File: src/mga_pkg.sv
// Package for the microphone gain and gain-loop control block.
// Assumes one 125 MHz clock and an 8-bit register port with pages.
package mga_pkg;

  // ----------------------------------------
  // Clock and soft-step timing
  // ----------------------------------------
  localparam int CLK_PERIOD_NS = 8;
  localparam int SOFTSTEP_NS = 1000;
  localparam int SOFTSTEP_CYC = (SOFTSTEP_NS + CLK_PERIOD_NS - 1) / CLK_PERIOD_NS;

  // ----------------------------------------
  // Pages and register offsets
  // ----------------------------------------
  localparam logic [7:0] PAGE_CTRL = 8'h00;
  localparam logic [7:0] PAGE_ANALOG = 8'h01;
  localparam logic [7:0] PAGE_COEF = 8'h04;
  localparam logic [6:0] OFS_RECORD_STATUS_FLAGS = 7'h24;
  localparam logic [6:0] OFS_RECORD_SATURATION_STATUS = 7'h27;
  localparam logic [6:0] OFS_NOISE_LEVEL_STATUS = 7'h2d;
  localparam logic [6:0] OFS_RECORD_POWER_SOFTSTEP = 7'h51;
  localparam logic [6:0] OFS_RECORD_MUTE = 7'h52;
  localparam logic [6:0] OFS_GAIN_LOOP_ENABLE_TARGET = 7'h56;
  localparam logic [6:0] OFS_GAIN_LOOP_HYSTERESIS_THRESHOLD = 7'h57;
  localparam logic [6:0] OFS_GAIN_LOOP_MAX_GAIN = 7'h58;
  localparam logic [6:0] OFS_GAIN_LOOP_ATTACK = 7'h59;
  localparam logic [6:0] OFS_GAIN_LOOP_DECAY = 7'h5a;
  localparam logic [6:0] OFS_NOISE_DEBOUNCE_TIME = 7'h5b;
  localparam logic [6:0] OFS_SIGNAL_DEBOUNCE_TIME = 7'h5c;
  localparam logic [6:0] OFS_GAIN_LOOP_READBACK = 7'h5d;
  localparam logic [6:0] OFS_MIC_BIAS_CTRL = 7'h2e;
  localparam logic [6:0] OFS_MIC_GAIN_CTRL = 7'h2f;
  localparam logic [6:0] OFS_INPUT_RESISTANCE = 7'h30;
  localparam logic [6:0] OFS_COEF_FIRST = 7'h02;
  localparam int COEF_REGS = 6;

  // ----------------------------------------
  // Field positions
  // ----------------------------------------
  localparam int BIT_SETTLED = 7;
  localparam int BIT_POWERED = 6;
  localparam int BIT_LOOP_SAT = 5;
  localparam int BIT_REC_SAT = 3;
  localparam int BIT_ABOVE_NOISE = 6;
  localparam int BIT_PGA_MUTE = 7;
  localparam int BIT_POWER_UP = 7;
  localparam int BIT_REC_MUTE = 7;
  localparam int BIT_LOOP_EN = 7;

  // ----------------------------------------
  // Reset values and gain constants
  // ----------------------------------------
  localparam logic [7:0] RST_MIC_GAIN_CTRL = 8'h80;
  localparam logic [7:0] RST_RECORD_POWER_SOFTSTEP = 8'h00;
  localparam logic [7:0] RST_RECORD_MUTE = 8'h80;
  localparam logic [7:0] RST_ZERO = 8'h00;
  localparam logic [7:0] RST_COEF_HI0 = 8'h7f;
  localparam logic [7:0] RST_COEF_LO0 = 8'hff;
  localparam logic [8:0] RES_STEP_HALF_DB = 9'h00c;
  localparam logic [15:0] FULL_SCALE = 16'h7fff;

  typedef enum logic [1:0] {SS_EVERY_TICK, SS_HALF_RATE, SS_OFF, SS_OFF_ALT} mga_ss_t;

endpackage : mga_pkg

File: src/mga_mic_gain_agc_control.sv
// Record-path microphone gain control with soft stepping and gain loop.
// Assumes ADC samples arrive on sample_valid in the clock domain.
`timescale 1ns/1ps
module mga_mic_gain_agc_control #(
  parameter int SAMPLE_W = 16
) (
  input wire logic clock,
  input wire logic rst,
  input wire logic reg_wr,
  input wire logic reg_rd,
  input wire logic [7:0] reg_page,
  input wire logic [6:0] reg_addr,
  input wire logic [7:0] reg_wdata,
  output logic [7:0] reg_rdata,
  output logic reg_rvalid,
  input wire logic sample_valid,
  input wire logic signed [SAMPLE_W-1:0] sample_in,
  output logic signed [SAMPLE_W-1:0] rec_data,
  output logic rec_valid,
  output logic [1:0] mic_bias_level,
  output logic [6:0] applied_gain,
  output logic microphone_gain_amp_muted,
  output logic signed [8:0] mic_effective_gain,
  output logic signed [8:0] first_auxiliary_input_gain,
  output logic signed [8:0] second_auxiliary_input_gain
);
  import mga_pkg::*;

  typedef enum logic {ST_NORMAL, ST_SILENCE} mga_agc_state_t;

  logic [7:0] bias_q, gain_ctrl_q, res_q, pwr_q, mute_q;
  logic [7:0] loop_q, hyst_q, max_q, attack_q, decay_q, ndb_q, sdb_q;
  logic [7:0] coef_q [COEF_REGS];
  logic [7:0] rdata_q;
  logic rvalid_q;
  logic [6:0] applied_q, req_gain, agc_gain_q;
  logic powered_q, half_q, tick;
  logic [15:0] tick_cnt_q;
  logic signed [SAMPLE_W-1:0] rec_q;
  logic rec_valid_q, rec_sat_q, loop_sat_q;
  logic [15:0] avg_q, xp_q, avg_d, target_lin, thr_lin, rel_lin;
  logic [16:0] ax;
  logic signed [34:0] acc;
  mga_agc_state_t st_q;
  logic [9:0] db_q;
  logic [7:0] rate_cnt_q;
  logic [8:0] gain_res [3];
  logic loop_en, sel_ctrl, sel_ana, sel_coef;
  mga_ss_t ss_mode;

  assign loop_en = loop_q[BIT_LOOP_EN];
  assign ss_mode = mga_ss_t'(pwr_q[1:0]);
  assign sel_ctrl = (reg_page == PAGE_CTRL);
  assign sel_ana = (reg_page == PAGE_ANALOG);
  assign sel_coef = (reg_page == PAGE_COEF);

  // ----------------------------------------
  // Register writes
  // ----------------------------------------
  always_ff @(posedge clock or posedge rst) begin
    if (rst) begin
      bias_q <= RST_ZERO;
      gain_ctrl_q <= RST_MIC_GAIN_CTRL;
      res_q <= RST_ZERO;
      pwr_q <= RST_RECORD_POWER_SOFTSTEP;
      mute_q <= RST_RECORD_MUTE;
      loop_q <= RST_ZERO;
      hyst_q <= RST_ZERO;
      max_q <= RST_ZERO;
      attack_q <= RST_ZERO;
      decay_q <= RST_ZERO;
      ndb_q <= RST_ZERO;
      sdb_q <= RST_ZERO;
    end else if (reg_wr && sel_ana) begin
      if (reg_addr == OFS_MIC_BIAS_CTRL) bias_q <= reg_wdata;
      if (reg_addr == OFS_MIC_GAIN_CTRL) gain_ctrl_q <= reg_wdata;
      if (reg_addr == OFS_INPUT_RESISTANCE) res_q <= reg_wdata;
    end else if (reg_wr && sel_ctrl) begin
      if (reg_addr == OFS_RECORD_POWER_SOFTSTEP) pwr_q <= reg_wdata;
      if (reg_addr == OFS_RECORD_MUTE) mute_q <= reg_wdata;
      if (reg_addr == OFS_GAIN_LOOP_ENABLE_TARGET) loop_q <= reg_wdata;
      if (reg_addr == OFS_GAIN_LOOP_HYSTERESIS_THRESHOLD) hyst_q <= reg_wdata;
      if (reg_addr == OFS_GAIN_LOOP_MAX_GAIN) max_q <= reg_wdata;
      if (reg_addr == OFS_GAIN_LOOP_ATTACK) attack_q <= reg_wdata;
      if (reg_addr == OFS_GAIN_LOOP_DECAY) decay_q <= reg_wdata;
      if (reg_addr == OFS_NOISE_DEBOUNCE_TIME) ndb_q <= reg_wdata;
      if (reg_addr == OFS_SIGNAL_DEBOUNCE_TIME) sdb_q <= reg_wdata;
    end
  end

  // Coefficient bytes, high byte first per coefficient
  for (genvar i = 0; i < COEF_REGS; i++) begin : g_coef
    always_ff @(posedge clock or posedge rst) begin
      if (rst) begin
        coef_q[i] <= (i == 0) ? RST_COEF_HI0 : (i == 1) ? RST_COEF_LO0 : RST_ZERO;
      end else if (reg_wr && sel_coef && reg_addr == OFS_COEF_FIRST + 7'(i)) begin
        coef_q[i] <= reg_wdata;
      end
    end
  end

  // ----------------------------------------
  // Register reads
  // ----------------------------------------
  always_ff @(posedge clock or posedge rst) begin
    if (rst) begin
      rdata_q <= RST_ZERO;
      rvalid_q <= 1'b0;
    end else begin
      rvalid_q <= reg_rd;
      if (reg_rd) begin
        rdata_q <= RST_ZERO;
        if (sel_ana) begin
          if (reg_addr == OFS_MIC_BIAS_CTRL) rdata_q <= bias_q;
          if (reg_addr == OFS_MIC_GAIN_CTRL) rdata_q <= gain_ctrl_q;
          if (reg_addr == OFS_INPUT_RESISTANCE) rdata_q <= res_q;
        end else if (sel_coef) begin
          for (int k = 0; k < COEF_REGS; k++) begin
            if (reg_addr == OFS_COEF_FIRST + 7'(k)) rdata_q <= coef_q[k];
          end
        end else if (sel_ctrl) begin
          if (reg_addr == OFS_RECORD_STATUS_FLAGS) begin
            rdata_q[BIT_SETTLED] <= (applied_q == req_gain);
            rdata_q[BIT_POWERED] <= powered_q;
            rdata_q[BIT_LOOP_SAT] <= loop_sat_q;
          end
          if (reg_addr == OFS_RECORD_SATURATION_STATUS) rdata_q[BIT_REC_SAT] <= rec_sat_q;
          if (reg_addr == OFS_NOISE_LEVEL_STATUS) rdata_q[BIT_ABOVE_NOISE] <= (st_q == ST_NORMAL);
          if (reg_addr == OFS_RECORD_POWER_SOFTSTEP) rdata_q <= pwr_q;
          if (reg_addr == OFS_RECORD_MUTE) rdata_q <= mute_q;
          if (reg_addr == OFS_GAIN_LOOP_ENABLE_TARGET) rdata_q <= loop_q;
          if (reg_addr == OFS_GAIN_LOOP_HYSTERESIS_THRESHOLD) rdata_q <= hyst_q;
          if (reg_addr == OFS_GAIN_LOOP_MAX_GAIN) rdata_q <= max_q;
          if (reg_addr == OFS_GAIN_LOOP_ATTACK) rdata_q <= attack_q;
          if (reg_addr == OFS_GAIN_LOOP_DECAY) rdata_q <= decay_q;
          if (reg_addr == OFS_NOISE_DEBOUNCE_TIME) rdata_q <= ndb_q;
          if (reg_addr == OFS_SIGNAL_DEBOUNCE_TIME) rdata_q <= sdb_q;
          if (reg_addr == OFS_GAIN_LOOP_READBACK) rdata_q <= {1'b0, agc_gain_q};
        end
      end
    end
  end

  assign reg_rdata = rdata_q;
  assign reg_rvalid = rvalid_q;
  assign mic_bias_level = bias_q[1:0];
  assign microphone_gain_amp_muted = gain_ctrl_q[BIT_PGA_MUTE];

  // ----------------------------------------
  // Requested gain and soft stepping
  // ----------------------------------------
  always_comb begin
    if (!pwr_q[BIT_POWER_UP] || gain_ctrl_q[BIT_PGA_MUTE]) begin
      req_gain = 7'h00;
    end else if (loop_en) begin
      req_gain = agc_gain_q;
    end else begin
      req_gain = gain_ctrl_q[6:0];
    end
  end

  assign tick = (tick_cnt_q == 16'h0000);

  always_ff @(posedge clock or posedge rst) begin
    if (rst) begin
      tick_cnt_q <= 16'h0000;
      half_q <= 1'b0;
    end else begin
      tick_cnt_q <= tick ? 16'(SOFTSTEP_CYC - 1) : tick_cnt_q - 16'h0001;
      if (tick) half_q <= ~half_q;
    end
  end

  always_ff @(posedge clock or posedge rst) begin
    if (rst) begin
      applied_q <= 7'h00;
    end else if (ss_mode == SS_OFF || ss_mode == SS_OFF_ALT) begin
      applied_q <= req_gain;
    end else if (tick && (ss_mode == SS_EVERY_TICK || half_q)) begin
      if (applied_q < req_gain) applied_q <= applied_q + 7'h01;
      else if (applied_q > req_gain) applied_q <= applied_q - 7'h01;
    end
  end

  assign applied_gain = applied_q;

  // Powered flag drops only once soft step to mute is done
  always_ff @(posedge clock or posedge rst) begin
    if (rst) begin
      powered_q <= 1'b0;
    end else if (pwr_q[BIT_POWER_UP]) begin
      powered_q <= 1'b1;
    end else if (applied_q == 7'h00) begin
      powered_q <= 1'b0;
    end
  end

  // ----------------------------------------
  // Input resistance scaling
  // ----------------------------------------
  for (genvar j = 0; j < 3; j++) begin : g_res
    always_comb begin
      unique case (res_q[7-2*j -: 2])
        2'b00: gain_res[j] = {2'b00, applied_q};
        2'b01: gain_res[j] = {2'b00, applied_q} + RES_STEP_HALF_DB;
        default: gain_res[j] = {2'b00, applied_q} - RES_STEP_HALF_DB;
      endcase
    end
  end

  assign mic_effective_gain = gain_res[0];
  assign first_auxiliary_input_gain = gain_res[1];
  assign second_auxiliary_input_gain = gain_res[2];

  // ----------------------------------------
  // Record output, mute and saturation
  // ----------------------------------------
  always_ff @(posedge clock or posedge rst) begin
    if (rst) begin
      rec_q <= '0;
      rec_valid_q <= 1'b0;
      rec_sat_q <= 1'b0;
    end else begin
      rec_valid_q <= sample_valid;
      if (sample_valid) begin
        if (!mute_q[BIT_REC_MUTE]) rec_q <= sample_in;
        rec_sat_q <= (ax >= 17'(FULL_SCALE));
      end
    end
  end

  assign rec_data = rec_q;
  assign rec_valid = rec_valid_q;

  // ----------------------------------------
  // Level estimate
  // ----------------------------------------
  function automatic logic signed [34:0] mul(input logic [15:0] c, input logic signed [16:0] v);
    logic signed [34:0] ce;
    logic signed [34:0] ve;
    ce = 35'(signed'(c));
    ve = 35'(v);
    return ce * ve;
  endfunction : mul

  assign ax = sample_in[SAMPLE_W-1] ? 17'(-$signed(sample_in)) : 17'(sample_in);
  assign acc = mul({coef_q[0], coef_q[1]}, signed'(ax))
             + mul({coef_q[2], coef_q[3]}, signed'({1'b0, xp_q}))
             + mul({coef_q[4], coef_q[5]}, signed'({1'b0, avg_q}));

  always_comb begin
    if (acc[34]) avg_d = 16'h0000;
    else if (acc[33:15] > 19'(FULL_SCALE)) avg_d = FULL_SCALE;
    else avg_d = acc[30:15];
  end

  always_ff @(posedge clock or posedge rst) begin
    if (rst) begin
      avg_q <= 16'h0000;
      xp_q <= 16'h0000;
    end else if (sample_valid) begin
      avg_q <= avg_d;
      xp_q <= ax[15:0];
    end
  end

  // ----------------------------------------
  // Target and noise levels
  // ----------------------------------------
  always_comb begin
    unique case (loop_q[6:4])
      3'd0: target_lin = 16'h43f4;
      3'd1: target_lin = 16'h32f5;
      3'd2: target_lin = 16'h287a;
      3'd3: target_lin = 16'h2027;
      3'd4: target_lin = 16'h198a;
      3'd5: target_lin = 16'h1216;
      3'd6: target_lin = 16'h0ccd;
      3'd7: target_lin = 16'h0814;
    endcase
  end

  // Threshold steps 2 dB per code from -30 dB, code 0 off
  always_comb begin
    logic [4:0] n;
    logic [15:0] base;
    base = 16'h0000;
    n = hyst_q[5:1] - 5'd1;
    unique case (n % 5'd3)
      5'd0: base = 16'h040c;
      5'd1: base = 16'h0336;
      default: base = 16'h028d;
    endcase
    thr_lin = (hyst_q[5:1] == 5'd0) ? 16'h0000 : base >> (n / 5'd3);
    rel_lin = (hyst_q[7:6] == 2'b00) ? thr_lin : thr_lin + (thr_lin >> (3'd4 - {1'b0, hyst_q[7:6]}));
  end

  // ----------------------------------------
  // Silence detection with debounce
  // ----------------------------------------
  always_ff @(posedge clock or posedge rst) begin
    if (rst) begin
      st_q <= ST_NORMAL;
      db_q <= 10'h000;
    end else if (!loop_en) begin
      st_q <= ST_NORMAL;
      db_q <= 10'h000;
    end else if (sample_valid) begin
      unique case (st_q)
        ST_NORMAL: begin
          if (avg_q < thr_lin) begin
            if (db_q >= {5'h00, ndb_q[4:0]}) begin
              st_q <= ST_SILENCE;
              db_q <= 10'h000;
            end else begin
              db_q <= db_q + 10'h001;
            end
          end else begin
            db_q <= 10'h000;
          end
        end
        ST_SILENCE: begin
          if (avg_q > rel_lin) begin
            if (db_q >= {6'h00, sdb_q[3:0]}) begin
              st_q <= ST_NORMAL;
              db_q <= 10'h000;
            end else begin
              db_q <= db_q + 10'h001;
            end
          end else begin
            db_q <= 10'h000;
          end
        end
      endcase
    end
  end

  // ----------------------------------------
  // Loop gain: attack, decay, limit
  // ----------------------------------------
  always_ff @(posedge clock or posedge rst) begin
    if (rst) begin
      agc_gain_q <= 7'h00;
      rate_cnt_q <= 8'h00;
      loop_sat_q <= 1'b0;
    end else if (sample_valid && loop_en) begin
      loop_sat_q <= (avg_q > target_lin && agc_gain_q == 7'h00)
                 || (avg_q < target_lin && agc_gain_q >= max_q[6:0]);
      if (st_q == ST_SILENCE) begin
        rate_cnt_q <= 8'h00;
        if (agc_gain_q != 7'h00) agc_gain_q <= agc_gain_q - 7'h01;
      end else if (agc_gain_q > max_q[6:0]) begin
        agc_gain_q <= max_q[6:0];
      end else if (avg_q > target_lin) begin
        if (rate_cnt_q >= attack_q) begin
          rate_cnt_q <= 8'h00;
          if (agc_gain_q != 7'h00) agc_gain_q <= agc_gain_q - 7'h01;
        end else begin
          rate_cnt_q <= rate_cnt_q + 8'h01;
        end
      end else if (avg_q < target_lin) begin
        if (rate_cnt_q >= decay_q) begin
          rate_cnt_q <= 8'h00;
          if (agc_gain_q < max_q[6:0]) agc_gain_q <= agc_gain_q + 7'h01;
        end else begin
          rate_cnt_q <= rate_cnt_q + 8'h01;
        end
      end else begin
        rate_cnt_q <= 8'h00;
      end
    end
  end
endmodule : mga_mic_gain_agc_control

File: config.mk
export PLATFORM = sky130hd
export DESIGN_NAME = mga_mic_gain_agc_control
export DESIGN_NICKNAME = d
export VERILOG_FILES = /design/src/mga_pkg.sv /design/src/mga_mic_gain_agc_control.sv
export SDC_FILE = /design/constraint.sdc
export NUM_CORES = 2
export LEC_CHECK = 0
export ABC_AREA = 1
export BUFFER_PORTS_ARGS = -buffer_cell sky130_fd_sc_hd__buf_4
export CORE_MARGIN = 1
export CORE_UTILIZATION = 55
export CTS_CLUSTER_DIAMETER = 30
export CTS_CLUSTER_SIZE = 16
export DETAILED_ROUTE_END_ITERATION = 10
export GPL_ROUTABILITY_DRIVEN = 0
export MAX_ROUTING_LAYER = met4
export PLACE_DENSITY_LB_ADDON = 0.08
export SLEW_MARGIN = 20
export SYNTH_ARGS = -nofsm -noshare
export SYNTH_HDL_FRONTEND = slang
export SYNTH_SLANG_ARGS = --single-unit
File: constraint.sdc
create_clock -name clock -period 24.6 [get_ports clock]
set_input_delay 1.23 -clock clock [delete_from_list [all_inputs] [get_ports clock]]
set_output_delay 1.23 -clock clock [all_outputs]
set_load 0.005 [all_outputs]
==> results.sh <==
export IMPL_design_area_um2=48890
export IMPL_synth_flop_cell="dfrtp_1"
export IMPL_placedCellCount=6551
export IMPL_root_buffer="clkbuf_16"
export IMPL_n_fill_cell=7374
export IMPL_critPathKind="in -> reg"
export IMPL_syn_to_final_growth_pct=9.353
export IMPL_maxCapViolCount=0
export IMPL_io_buffers=106
export IMPL_gr_total_overflow=0
export IMPL_finalCriticalPeriod_ps=11330
export IMPL_maxSlewViolCount=0
export IMPL_yosysUniqueCellTypes=62
export IMPL_fin_worst_skew_ps=63.76
export IMPL_synthArstFlopShare=1.000
export IMPL_p_clk_frac=0.226
export IMPL_drc=0
export IMPL_fin_setup_tns_ps=0
export IMPL_ir_drop_mv=0.3010
export IMPL_cts_buffer_depth=3
export IMPL_cts_tree="done"
export IMPL_design_portCount=107
export IMPL_num_vias=36280
export IMPL_relSlewSlack=0.1719
export IMPL_postCtsHoldBufs=0
export IMPL_sequentialPowerShare=0.120
export IMPL_postRouteAntennaNets=0
export IMPL_die_x_um=287.1
export IMPL_p_sw_mw=2.197
export IMPL_grt_setup_unrepaired="no"
export IMPL_tightest_slew_ps=1241
export IMPL_max_freq_ghz=0.08825
export IMPL_rows=104
export IMPL_syn_area_per_cell_um2=8.055
export IMPL_p_int_mw=2.081
export IMPL_crit_fanout=18
export IMPL_synthesis_area_um2=44710
export IMPL_clkTransAtPathRegs_ps=40
export IMPL_dieHeight_um=287.1
export IMPL_leakage_nw=26.16
export IMPL_antenna_found_initial=6
export IMPL_grt_max_degree=133
export IMPL_combPwrFrac=0.654
export IMPL_finalSetupViolations=0
export IMPL_status="finished, final reports clean"
export IMPL_finalCritPeriodShare=0.4606
export IMPL_synthCells=5550
export IMPL_pre_cts_ws_ps=12700
export IMPL_grt_pass1_wl_um=213600
export IMPL_core_area_um2=80420
export IMPL_p_sw_frac=0.5136
export IMPL_nets=6802
export IMPL_synth_edf_count=0
export IMPL_clock_sinks=255
export IMPL_yosysSeqAreaShare=0.1432
export IMPL_synth_seq_cells=255
export IMPL_htree_num_levels=3
export IMPL_slowest_delay_ps=700
export IMPL_hold_viol=0
export IMPL_grt_pass1_vias=36780
export IMPL_clock_latency_ps=650
export IMPL_die_area_um2=82430
export IMPL_final_layout_size_suffix_gt1_frac=0.06100
export IMPL_start_util=0.5559
export IMPL_end_kind="flop"
export IMPL_routed_wl_um=133600
export IMPL_fin_ws_ps=13270
export IMPL_first_iter_violations=3268
export IMPL_arrival_ps=11900
export IMPL_critPathRequiredTime_ps=25170
export IMPL_dp_hpwl_um=106100
export IMPL_yosysWarnings=0
export IMPL_powerDensity_nw_per_um2=87.50
export IMPL_critPathSlowestCell="nor2_1"
export IMPL_track_usage=0.3512
export IMPL_hold_class="reg -> reg"
export IMPL_cts_buffers=72
export IMPL_firstDrtPassIters=6
export IMPL_detailed_place_area_um2=46330
export IMPL_wire_per_inst_um=19.97
export IMPL_post_cts_buffers=0
export IMPL_cts_repair_resized=0
export IMPL_stdcell_count=6690
export IMPL_worstSetupStartpointType="primary input"
export IMPL_post_drt_via_cell_ratio=5.423
-- sequential cells by signal, indices dropped and copies added (netlist names), 10 cells and up --
name and count:
coef_q 48, avg_q 16, rec_data 16, tick_cnt_q 16, xp_q 16, db_q 10
-- stage by stage --
| step | util | hold WS [ps] | power (mW) |
|---|---|---|---|
| after floorplan | - | 403.2 | 2.459 |
| after global placement | 0.5761 | 416.3 | 3.255 |
| after detailed placement | 0.5761 | 424.3 | 3.265 |
| after CTS | 0.6076 | 429.6 | 4.251 |
| after global routing | 0.6079 | 453.5 | 4.655 |
| final | 0.6079 | 423.2 | 4.278 |
-- area by class of cell --
class,count,area [µm²],area share
diodes,7,17.52,0.0003583
clock buffers,92,1947,0.03982
clock inverters,40,581.8,0.01190
inverters,1449,5451,0.1115
multi-input cells,3637,32040,0.6553
flip-flops and latches,255,6402,0.1310
well taps,1060,1326,0.02713
repair buffers,150,1126,0.02303
-- metal layers --
layer,GRT usage,up-vias,wire length (µm)
met3,0.07413,231,13360
met1,0.5106,18040,59120
met5,-,-,0
li1,-,16490,-
met2,0.4953,1530,57130
met4,0.09614,0,3957
-- kinds of logic after synthesis --
| logic type | count (synthesis) | synth area share |
|---|---|---|
| mux | 4 | 0.0009236 |
| fa+ha+maj | 1193 | 0.4659 |
| simple gates | 1759 | 0.1594 |
| compound gates | 581 | 0.07391 |
| other cells | 2 | 0.0001680 |
| xor+xnor | 70 | 0.01371 |
| buf+inv | 1686 | 0.1428 |
| flops | 255 | 0.1432 |
-- worst paths after layout --
| path | startpoint | to | slack [ps] | depth (start not counted) |
|---|---|---|---|---|
| max in group asynchronous | rst | avg_q[4] | 21380 | 4 |
| min in group asynchronous | rst | res_q[3] | 810 | 2 |
| worst max register to register | coef_q[3] | avg_q[5] | 14840 | 31 |
| worst min register to register | tick_cnt_q[0] | tick_cnt_q[0] | 420 | 1 |
| worst max-delay path | sample_in[0] | avg_q[5] | 13270 | 41 |
| worst min-delay path | tick_cnt_q[0] | tick_cnt_q[0] | 420 | 1 |
-- synth_stat cells, drive strengths merged (6+ instances only) --
cell type / number / share of area
inv: 1444 / 0.12
nand2: 1267 / 0.11
fa: 786 / 0.35
ha: 407 / 0.11
o21ai: 319 / 0.036
nor2: 287 / 0.025
dfrtp: 238 / 0.13
clkbuf: 205 / 0.017
a21oi: 128 / 0.015
nand3: 104 / 0.013
nor3: 44 / 0.0049
xor2: 41 / 0.0080
buf: 32 / 0.0038
xnor2: 29 / 0.0057
nand4: 26 / 0.0038
o211ai: 23 / 0.0039
dfstp: 17 / 0.010
o221ai: 16 / 0.0031
a221oi: 14 / 0.0027
nor4: 13 / 0.0020
o21a: 12 / 0.0020
o22ai: 12 / 0.0017
or2: 10 / 0.0014
o2111ai: 9 / 0.0018
a211oi: 7 / 0.0012
o31ai: 6 / 0.0010
-- critical path, delay by kind of cell --
family	cells	cell delay (ps)
fa+ha+maj	11	4960
simple gates	10	1970
compound gates	8	1700
buf+inv	10	1220
xor+xnor	2	750
-- power groups by stage --
stage / clock network (mW) / registers (mW) / logic, mW
2_1_floorplan: 0 / 0.494 / 1.97
3_3_place_gp: 0 / 0.520 / 2.74
3_5_place_dp: 0 / 0.520 / 2.74
4_1_cts: 0.973 / 0.514 / 2.76
5_1_grt: 1.00 / 0.516 / 3.14
6_report: 0.965 / 0.515 / 2.80
-- cell usage in the layout, fill, tap and decap left out, types with 7 or more instances in the layout --
| cell | count |
|---|---|
| nor4_1 | 12 |
| o22ai_1 | 12 |
| fa_1 | 786 |
| nand3_1 | 95 |
| nand4_1 | 25 |
| diode_2 | 7 |
| a221oi_1 | 14 |
| clkinv_1 | 7 |
| nand2_1 | 1251 |
| o21ai_0 | 298 |
| nand2_2 | 9 |
| o221ai_1 | 16 |
| o2111ai_1 | 9 |
| buf_4 | 150 |
| clkbuf_16 | 72 |
| inv_1 | 1435 |
| or2_2 | 9 |
| dfstp_2 | 17 |
| a211oi_1 | 7 |
| nor3_1 | 42 |
| o211ai_1 | 23 |
| clkbuf_1 | 13 |
| xor2_1 | 41 |
| nand2_4 | 7 |
| dfrtp_1 | 238 |
| o21a_1 | 12 |
| nor2_1 | 278 |
| o21ai_1 | 21 |
| nand3_2 | 7 |
| a21oi_1 | 127 |
| conb_1 | 30 |
| clkinv_2 | 13 |
| clkbuf_8 | 7 |
| ha_1 | 407 |
| xnor2_1 | 29 |
| bufinv_16 | 7 |
Note: power is estimated with default switching activity, not from simulation.
